**src/hw/timer_rst_cfg.svh**
```systemverilog
`ifndef TIMER_RST_CFG_SVH
`define TIMER_RST_CFG_SVH

// Register offsets
`define TRS_ADDR_RESET_SELECT 8'h00
`define TRS_ADDR_CONTROL 8'h01
`define TRS_ADDR_PERIOD 8'h02
`define TRS_ADDR_COUNT 8'h03
`define TRS_ADDR_STATUS 8'h04

// Field positions
`define TRS_RSEL_MSB 4
`define TRS_RSEL_LSB 0
`define TRS_CTRL_ON_BIT 7
`define TRS_CTRL_MODE_MSB 4
`define TRS_CTRL_MODE_LSB 0
`define TRS_STAT_LEVEL_BIT 0
`define TRS_STAT_VALID_BIT 1
`define TRS_STAT_ACTIVE_BIT 2
`define TRS_STAT_HELD_BIT 3

// Reset values
`define TRS_RSEL_RESET 5'h00
`define TRS_MODE_RESET 5'h00
`define TRS_PERIOD_RESET 8'hff
`define TRS_COUNT_RESET 8'h00

// Hardware-limit level modes
`define TRS_MODE_LEVEL_LOW 5'h16
`define TRS_MODE_LEVEL_HIGH 5'h17

// Source codes
`define TRS_SRC_PIN 5'h00
`define TRS_SRC_TIMER_FIRST 5'h01
`define TRS_SRC_TIMER_LAST 5'h03
`define TRS_SRC_CCP_FIRST 5'h04
`define TRS_SRC_CCP_LAST 5'h08
`define TRS_SRC_PWM_SIX 5'h09
`define TRS_SRC_PWM_SEVEN 5'h0a
`define TRS_SRC_CMP_ONE 5'h0b
`define TRS_SRC_CMP_TWO 5'h0c
`define TRS_SRC_ZCD 5'h0d
`define TRS_SRC_LC_FIRST 5'h0e
`define TRS_SRC_LC_LAST 5'h11

`endif

```
**src/hw/timer_rst_pkg.sv**
```systemverilog
package timer_rst_pkg;

    typedef struct packed {
        logic timer_input_pin_remap;
        logic [2:0] timer_postscaled_out;
        logic [4:0] capture_compare_out;
        logic pwm_six_out;
        logic pwm_seven_out;
        logic comparator_one_synced;
        logic comparator_two_synced;
        logic zero_cross_detect_out;
        logic [3:0] logic_cell_out;
    } sources_type;

    typedef struct packed {
        logic valid;
        logic level;
    } reset_pick_type;

    typedef struct packed {
        logic [7:0] addr;
        logic [7:0] wdata;
        logic wr;
        logic rd;
    } bus_req_type;

    typedef struct packed {
        logic [4:0] reset_source_code;
        logic on;
        logic [4:0] mode;
        logic [7:0] period;
        logic [7:0] count;
        reset_pick_type pick;
        logic ext_reset_active;
        logic held;
        logic [7:0] rd_data;
        logic match;
    } state_type;

endpackage

```
**src/hw/reset_source_mux.sv**
```systemverilog
`include "timer_rst_cfg.svh"

module reset_source_mux #(
    parameter logic [1:0] OWN_TIMER = 2'd0
) (
    // Selection
    input wire logic [4:0] reset_source_code,
    input wire timer_rst_pkg::sources_type sources,
    // Picked signal
    output timer_rst_pkg::reset_pick_type pick
);

    function automatic timer_rst_pkg::reset_pick_type decode_source(
        input logic [4:0] code,
        input timer_rst_pkg::sources_type src,
        input logic [1:0] own
    );
        timer_rst_pkg::reset_pick_type r;
        logic [4:0] idx;
        r = '{valid: 1'b1, level: 1'b0};
        idx = 5'h00;
        if (code == `TRS_SRC_PIN) begin
            r.level = src.timer_input_pin_remap;
        end else if (code <= `TRS_SRC_TIMER_LAST) begin
            idx = code - `TRS_SRC_TIMER_FIRST;
            if (idx[1:0] == own) begin
                r.valid = 1'b0;
            end else begin
                r.level = src.timer_postscaled_out[idx[1:0]];
            end
        end else if (code <= `TRS_SRC_CCP_LAST) begin
            idx = code - `TRS_SRC_CCP_FIRST;
            r.level = src.capture_compare_out[idx[2:0]];
        end else if (code == `TRS_SRC_PWM_SIX) begin
            r.level = src.pwm_six_out;
        end else if (code == `TRS_SRC_PWM_SEVEN) begin
            r.level = src.pwm_seven_out;
        end else if (code == `TRS_SRC_CMP_ONE) begin
            r.level = src.comparator_one_synced;
        end else if (code == `TRS_SRC_CMP_TWO) begin
            r.level = src.comparator_two_synced;
        end else if (code == `TRS_SRC_ZCD) begin
            r.level = src.zero_cross_detect_out;
        end else if (code <= `TRS_SRC_LC_LAST) begin
            idx = code - `TRS_SRC_LC_FIRST;
            r.level = src.logic_cell_out[idx[1:0]];
        end else begin
            r.valid = 1'b0;
        end
        return r;
    endfunction

    assign pick = decode_source(reset_source_code, sources, OWN_TIMER);

endmodule // reset_source_mux

```
**src/hw/timer_ext_reset_source_select.sv**
```systemverilog
// Design decisions made here: the register addresses and the plain strobed port.
`include "timer_rst_cfg.svh"

module timer_ext_reset_source_select #(
    parameter logic [1:0] OWN_TIMER = 2'd0
) (
    // Clock and reset
    input wire logic sys_clk,
    input wire logic arst_n,
    // Register port
    input wire timer_rst_pkg::bus_req_type bus_req,
    output logic [7:0] rd_data,
    // Candidate reset sources
    input wire timer_rst_pkg::sources_type sources,
    // Timer side
    output logic ext_reset_active,
    output logic timer_held,
    output logic timer_on,
    output logic [7:0] count_value,
    output logic period_match
);

    timer_rst_pkg::state_type st_reg;
    timer_rst_pkg::state_type st_next;
    timer_rst_pkg::reset_pick_type pick;

    reset_source_mux #(
        .OWN_TIMER(OWN_TIMER)
    ) u_mux (
        .reset_source_code(st_reg.reset_source_code),
        .sources(sources),
        .pick(pick)
    );

    function automatic logic is_level_mode(input logic [4:0] mode);
        return (mode == `TRS_MODE_LEVEL_LOW) || (mode == `TRS_MODE_LEVEL_HIGH);
    endfunction

    function automatic logic at_reset_level(
        input logic [4:0] mode,
        input timer_rst_pkg::reset_pick_type p
    );
        logic r;
        r = 1'b0;
        if (p.valid) begin
            if (mode == `TRS_MODE_LEVEL_LOW) begin
                r = ~p.level;
            end else if (mode == `TRS_MODE_LEVEL_HIGH) begin
                r = p.level;
            end
        end
        return r;
    endfunction

    always_comb begin
        logic sw_on_set;
        logic sw_on_clear;
        logic hw_on_clear;
        logic hit;
        sw_on_set = 1'b0;
        sw_on_clear = 1'b0;
        hw_on_clear = 1'b0;
        hit = 1'b0;
        st_next = st_reg;
        st_next.rd_data = 8'h00;

        // Register writes
        if (bus_req.wr) begin
            unique case (bus_req.addr)
                `TRS_ADDR_RESET_SELECT: begin
                    st_next.reset_source_code =
                        bus_req.wdata[`TRS_RSEL_MSB:`TRS_RSEL_LSB];
                end
                `TRS_ADDR_CONTROL: begin
                    st_next.mode = bus_req.wdata[`TRS_CTRL_MODE_MSB:`TRS_CTRL_MODE_LSB];
                    sw_on_set = bus_req.wdata[`TRS_CTRL_ON_BIT];
                    sw_on_clear = ~bus_req.wdata[`TRS_CTRL_ON_BIT];
                end
                `TRS_ADDR_PERIOD: begin
                    st_next.period = bus_req.wdata;
                end
                default: begin
                end
            endcase
        end

        // Register reads
        if (bus_req.rd) begin
            unique case (bus_req.addr)
                `TRS_ADDR_RESET_SELECT: begin
                    st_next.rd_data = {3'h0, st_reg.reset_source_code};
                end
                `TRS_ADDR_CONTROL: begin
                    st_next.rd_data = {st_reg.on, 2'h0, st_reg.mode};
                end
                `TRS_ADDR_PERIOD: begin
                    st_next.rd_data = st_reg.period;
                end
                `TRS_ADDR_COUNT: begin
                    st_next.rd_data = st_reg.count;
                end
                `TRS_ADDR_STATUS: begin
                    st_next.rd_data = 8'h00;
                    st_next.rd_data[`TRS_STAT_LEVEL_BIT] = st_reg.pick.level;
                    st_next.rd_data[`TRS_STAT_VALID_BIT] = st_reg.pick.valid;
                    st_next.rd_data[`TRS_STAT_ACTIVE_BIT] = st_reg.ext_reset_active;
                    st_next.rd_data[`TRS_STAT_HELD_BIT] = st_reg.held;
                end
                default: begin
                    st_next.rd_data = 8'h00;
                end
            endcase
        end

        // Selected external reset level
        st_next.pick = pick;
        st_next.ext_reset_active = at_reset_level(st_reg.mode, pick);

        // Counting and hold in reset
        if (is_level_mode(st_reg.mode)) begin
            st_next.held = ~st_reg.on | st_reg.ext_reset_active;
        end else begin
            st_next.held = ~st_reg.on;
        end

        if (is_level_mode(st_reg.mode) && st_reg.held) begin
            st_next.count = `TRS_COUNT_RESET;
        end else if (st_reg.on && !st_reg.held) begin
            if (st_reg.count == st_reg.period) begin
                hit = 1'b1;
                st_next.count = `TRS_COUNT_RESET;
                hw_on_clear = is_level_mode(st_reg.mode);
            end else begin
                st_next.count = st_reg.count + 8'h01;
            end
        end

        // Software set wins over hardware clear
        if (sw_on_set) begin
            st_next.on = 1'b1;
        end else if (sw_on_clear || hw_on_clear) begin
            st_next.on = 1'b0;
        end
        st_next.match = hit;
    end

    always_ff @(posedge sys_clk or negedge arst_n) begin
        if (!arst_n) begin
            st_reg.reset_source_code <= `TRS_RSEL_RESET;
            st_reg.on <= 1'b0;
            st_reg.mode <= `TRS_MODE_RESET;
            st_reg.period <= `TRS_PERIOD_RESET;
            st_reg.count <= `TRS_COUNT_RESET;
            st_reg.pick <= '{valid: 1'b0, level: 1'b0};
            st_reg.ext_reset_active <= 1'b0;
            st_reg.held <= 1'b1;
            st_reg.rd_data <= 8'h00;
            st_reg.match <= 1'b0;
        end else begin
            st_reg <= st_next;
        end
    end

    assign rd_data = st_reg.rd_data;
    assign ext_reset_active = st_reg.ext_reset_active;
    assign timer_held = st_reg.held;
    assign timer_on = st_reg.on;
    assign count_value = st_reg.count;
    assign period_match = st_reg.match;

endmodule // timer_ext_reset_source_select

```
**config.mk**
```make
export PLATFORM = sky130hd
export DESIGN_NAME = timer_ext_reset_source_select
export DESIGN_NICKNAME = d
export VERILOG_FILES = /design/src/hw/timer_rst_pkg.sv /design/src/hw/reset_source_mux.sv /design/src/hw/timer_ext_reset_source_select.sv
export VERILOG_INCLUDE_DIRS = /design/src /design/src/hw
export SDC_FILE = /design/constraint.sdc
export NUM_CORES = 1
export LEC_CHECK = 0
export ABC_AREA = 1
export BUFFER_PORTS_ARGS = -buffer_cell sky130_fd_sc_hd__buf_4
export CORE_AREA = 2 2 87 89
export DETAILED_ROUTE_END_ITERATION = 7
export DIE_AREA = 0 0 89 91
export PLACE_DENSITY = 0.6
export SYNTH_ARGS = -nofsm -noshare
export SYNTH_HDL_FRONTEND = slang
export SYNTH_HIERARCHICAL = 1
export SYNTH_SLANG_ARGS = --single-unit
```
**constraint.sdc**
```tcl
create_clock -name sys_clk -period 2.83 [get_ports sys_clk]
set_clock_uncertainty 0.1 [all_clocks]
set_input_delay 0.7075 -clock sys_clk [delete_from_list [all_inputs] [get_ports sys_clk]]
set_output_delay 0.7075 -clock sys_clk [all_outputs]
set_load 0.1 [all_outputs]
```
==> results summary <==
The starting density of the core came out at 38.6%. In this run the tool buffered the top-level ports with 57 buffer cells. In this run, synthesis inferred 0 flip-flops with an integrated enable. The die covers 8100 sq um. The flow ran to the end, and the final reports show no timing, DRC or antenna violations. For this run, the slowest stage of the critical path takes 480 ps. The register with the most flip-flops in the layout has 20 of them. The total clock buffers created by CTS is 5. The combinational cell fraction of total power came out at 16.0%. The worst register-to-register path begins at st_reg[36]. The relative slew slack is 65.1%.

The top-level port count is 58. The proportion of layout cells with a drive suffix above 1 is 31.0%. The total number of nets in the final design is 469. Summed over all layers, the global routing overflow is 0. The setup TNS is 0 ps. After clock tree synthesis, the repair step resized 0 gates. The maximum ir drop on the vdd rail is 142 uV.

The minimum clock period came out at 2240 ps. The arrival time at the worst endpoint came out at 2330 ps. The area growth from synthesis to layout is 17.2%. The final worst slack is 591 ps. The transition at the pin with the smallest max-transition slack came out at 524 ps. The die boundary width came out at 89 um. Internal power comes to 873 uW.

In the layout the commonest cells are sky130_fd_sc_hd__nand2_1 (108), sky130_fd_sc_hd__buf_4 (57), sky130_fd_sc_hd__inv_1 (42). TritonCTS built the clock tree. The via count of the first global-routing pass is 2269.

The floorplan step set the die height to 91 um. Clock tree synthesis selected as its root buffer the cell sky130_fd_sc_hd__clkbuf_8. The synthesized area per cell came out at 7.22 sq um.

Derived from the worst setup path, the maximum achievable clock frequency is 447 MHz. The critical path is of the flip-flop to flip-flop type. The global-route usage over all layers is 16.5%. After detailed routing, the average wire length per cell comes to 11.8 um. The maximum fanout along the worst path came out at 8. The CTS clock-pin slew for the worst setup and hold paths is 80 ps. The most critical setup path has its startpoint at st_reg[36]. The post-detailed-routing wire length came out at 6.21 mm.

STA classifies the critical path startpoint as a flip-flop. The floorplan step defined a core boundary enclosing 7140 sq um. The total of hold buffers inserted after clock tree synthesis is 0. The portion of the clock cycle consumed by the worst path in the final layout is 79.1%. The total leakage power came out at 0.00164 uW. Once the clock tree was built, the setup fixing pass inserted 0 buffers. The routability-driven placement congestion ratio came out at 0.868. The part of the Yosys area used for sequential elements is 36.7%. The power density over the cells is 379 nW/um^2.

The number of nets handed over by synthesis was 426. The count of unresolved DRC violations after routing is 0. The count of maximum capacitance violations came out at 0.

The final cell count without fillers came out at 525. The via count of the routed design came out at 2370. The total net switching power is 351 uW. The required arrival time at the worst endpoint came out at 2920 ps. The worst hold path belongs to the class input port to asynchronous set/reset pin. The largest individual stage delay along the critical path comes from the cell sky130_fd_sc_hd__dfrtp_1. The number of hold violations in the final report came out at 0. The portion of total power attributed to sequential cells came out at 50.8%. The detailed placement HPWL is 5.01 mm. The maximum root-to-sink buffer count came out at 2. The post-synthesis instance total is 382. The number of cells after detailed placement is 517. The distinct cell type count after synthesis is 32. The pin count of the biggest net entering global routing came out at 41. The type of element capturing the critical path is a flip-flop. The worst setup slack after placement came out at 590 ps. The number of antenna violations at the first check in global routing came out at 0.

The critical path goes through inv_1 > ha_1 > o21bai_2 > nand2_1 > nand2_2 > nand2_1 > nand2_1 > nand2_1 > nand2_1 > nand2_1 > nand2_1 > nand2_1 > nand2_1 > nand2_1 > a21oi_2 > xor2_1 > nor2_1. The share of total power dissipated in the clock network is 33.1%. In the routed layout, each cell is associated on average with a via count of 4.51. The insertion delay to the later sink of the worst-skew pair came out at 300 ps.

The post-synthesis instance area came out at 2760 sq um. The total number of H-tree levels is 2. In this design, the critical path's most frequently occurring cell is sky130_fd_sc_hd__nand2_1.

Net switching is 28.7% of the power. The most used flip-flop cell after synthesis is sky130_fd_sc_hd__dfrtp_1. The total iterations of the first detailed-routing run came out at 6. The Yosys step of the flow raised 6 warnings.

The antenna violation net count after detailed routing is 0. After synthesis the netlist holds a flip-flop and latch count of 40. After the first detailed-routing iteration, the DRC count stood at 89.

The library cell used most frequently in the layout, excluding fill and tap cells, is sky130_fd_sc_hd__nand2_1. The number of pins with negative max-slew slack in the final report came out at 0. Setup repair after global routing left no endpoint under its margin. The clock net in this run drives a total of 40 sinks. In the synthesized netlist the async set-or-reset flop fraction comes to 100%. The final setup violation count is 0. The antenna diode instance count is 0. The number of rows in the core area came out at 31.

The global-route wire length before repair came out at 10.6 mm.
==> cell type report <==
class / instances / area [sq um]
flip-flops and latches: 40 / 1010
clock buffers: 6 / 82.6
multi-input cells: 262 / 1340
repair buffers: 57 / 428
inverters: 59 / 229
fillers: 784 / 3910
clock inverters: 2 / 15.0
well taps: 99 / 124
==> per-layer routing <==
| metal | up-vias | share of wire, % | track usage, % |
|---|---|---|---|
| li1 | 1261 | - | - |
| met5 | - | 0 | 0 |
| met3 | 5 | 4.4 | 3.00 |
| met1 | 1053 | 47 | 22.8 |
| met2 | 51 | 47 | 26.6 |
| met4 | 0 | 1.2 | 4.48 |
==> Yosys cell counts, types with 2 or more instances <==
library cell	number	area [sq um]
sky130_fd_sc_hd__nor2_1	32	120
sky130_fd_sc_hd__o21ai_0	11	55.1
sky130_fd_sc_hd__a21oi_2	5	43.8
sky130_fd_sc_hd__inv_1	42	158
sky130_fd_sc_hd__nor2_4	3	33.8
sky130_fd_sc_hd__o21ai_2	6	52.6
sky130_fd_sc_hd__dfrtp_1	31	776
sky130_fd_sc_hd__nand2_4	3	33.8
sky130_fd_sc_hd__nand2_2	10	62.6
sky130_fd_sc_hd__a21oi_1	9	45.0
sky130_fd_sc_hd__inv_2	14	52.6
sky130_fd_sc_hd__buf_4	16	120
sky130_fd_sc_hd__dfstp_2	9	236
sky130_fd_sc_hd__nand2_1	108	405
sky130_fd_sc_hd__nor3_1	2	10.0
sky130_fd_sc_hd__buf_6	5	56.3
sky130_fd_sc_hd__ha_1	6	75.1
sky130_fd_sc_hd__nand4_1	2	12.5
sky130_fd_sc_hd__nand3_1	32	160
sky130_fd_sc_hd__o21ai_1	9	45.0
sky130_fd_sc_hd__nor2_2	11	68.8
sky130_fd_sc_hd__o22ai_1	6	37.5
==> worst paths after layout <==
path / cells after the start / end / slack [ps]
setup / recovery: 17 / ext_reset_active / 590
hold / removal: 1 / rd_data[6] / 290
setup reg to reg: 17 / ext_reset_active / 590
hold reg to reg: 1 / timer_held / 340
max in group asynchronous: 1 / st_reg[23] / 1980
min in group sys_clk: 1 / timer_held / 340
==> per-stage QoR <==
stage          hold WS (ps)  util, %  power [uW]  instance area [sq um]
2_1_floorplan           312        -         750                   2760
3_3_place_gp            327     43.9         830                   3130
5_1_grt                 314     45.3        1290                   3230
3_5_place_dp            334     43.9         832                   3130
4_1_cts                 303     45.3        1240                   3230
6_report                286     45.3        1220                   3230
==> power by group through the flow <==
stage               registers [uW]  logic (uW)  clock network [uW]
floorplan                      635         115                   0
global placement               633         197                   0
detailed placement             633         199                   0
CTS                            622         199                 418
global route                   626         223                 445
finish                         622         196                 405
==> worst max-delay path: cells and delay by family, from the launching register on <==
kind | cells | cell delay, ps
AOI/OAI and AO/OA | 2 | 280
xor gates and xnor gates | 1 | 160
adders and majority gates | 1 | 230
buffers and inverters | 1 | 220
DFF | 1 | 480
and+or+nand+nor | 12 | 650
==> cells by family after synthesis <==
kind of cell | synth area share (%)
and+or+nand+nor | 34.4
xor gates and xnor gates | 0.318
buffers and inverters | 14.7
AOI/OAI and AO/OA | 11.1
DFF | 36.7
adders and majority gates | 2.72
(Power assumes the default switching activity.)
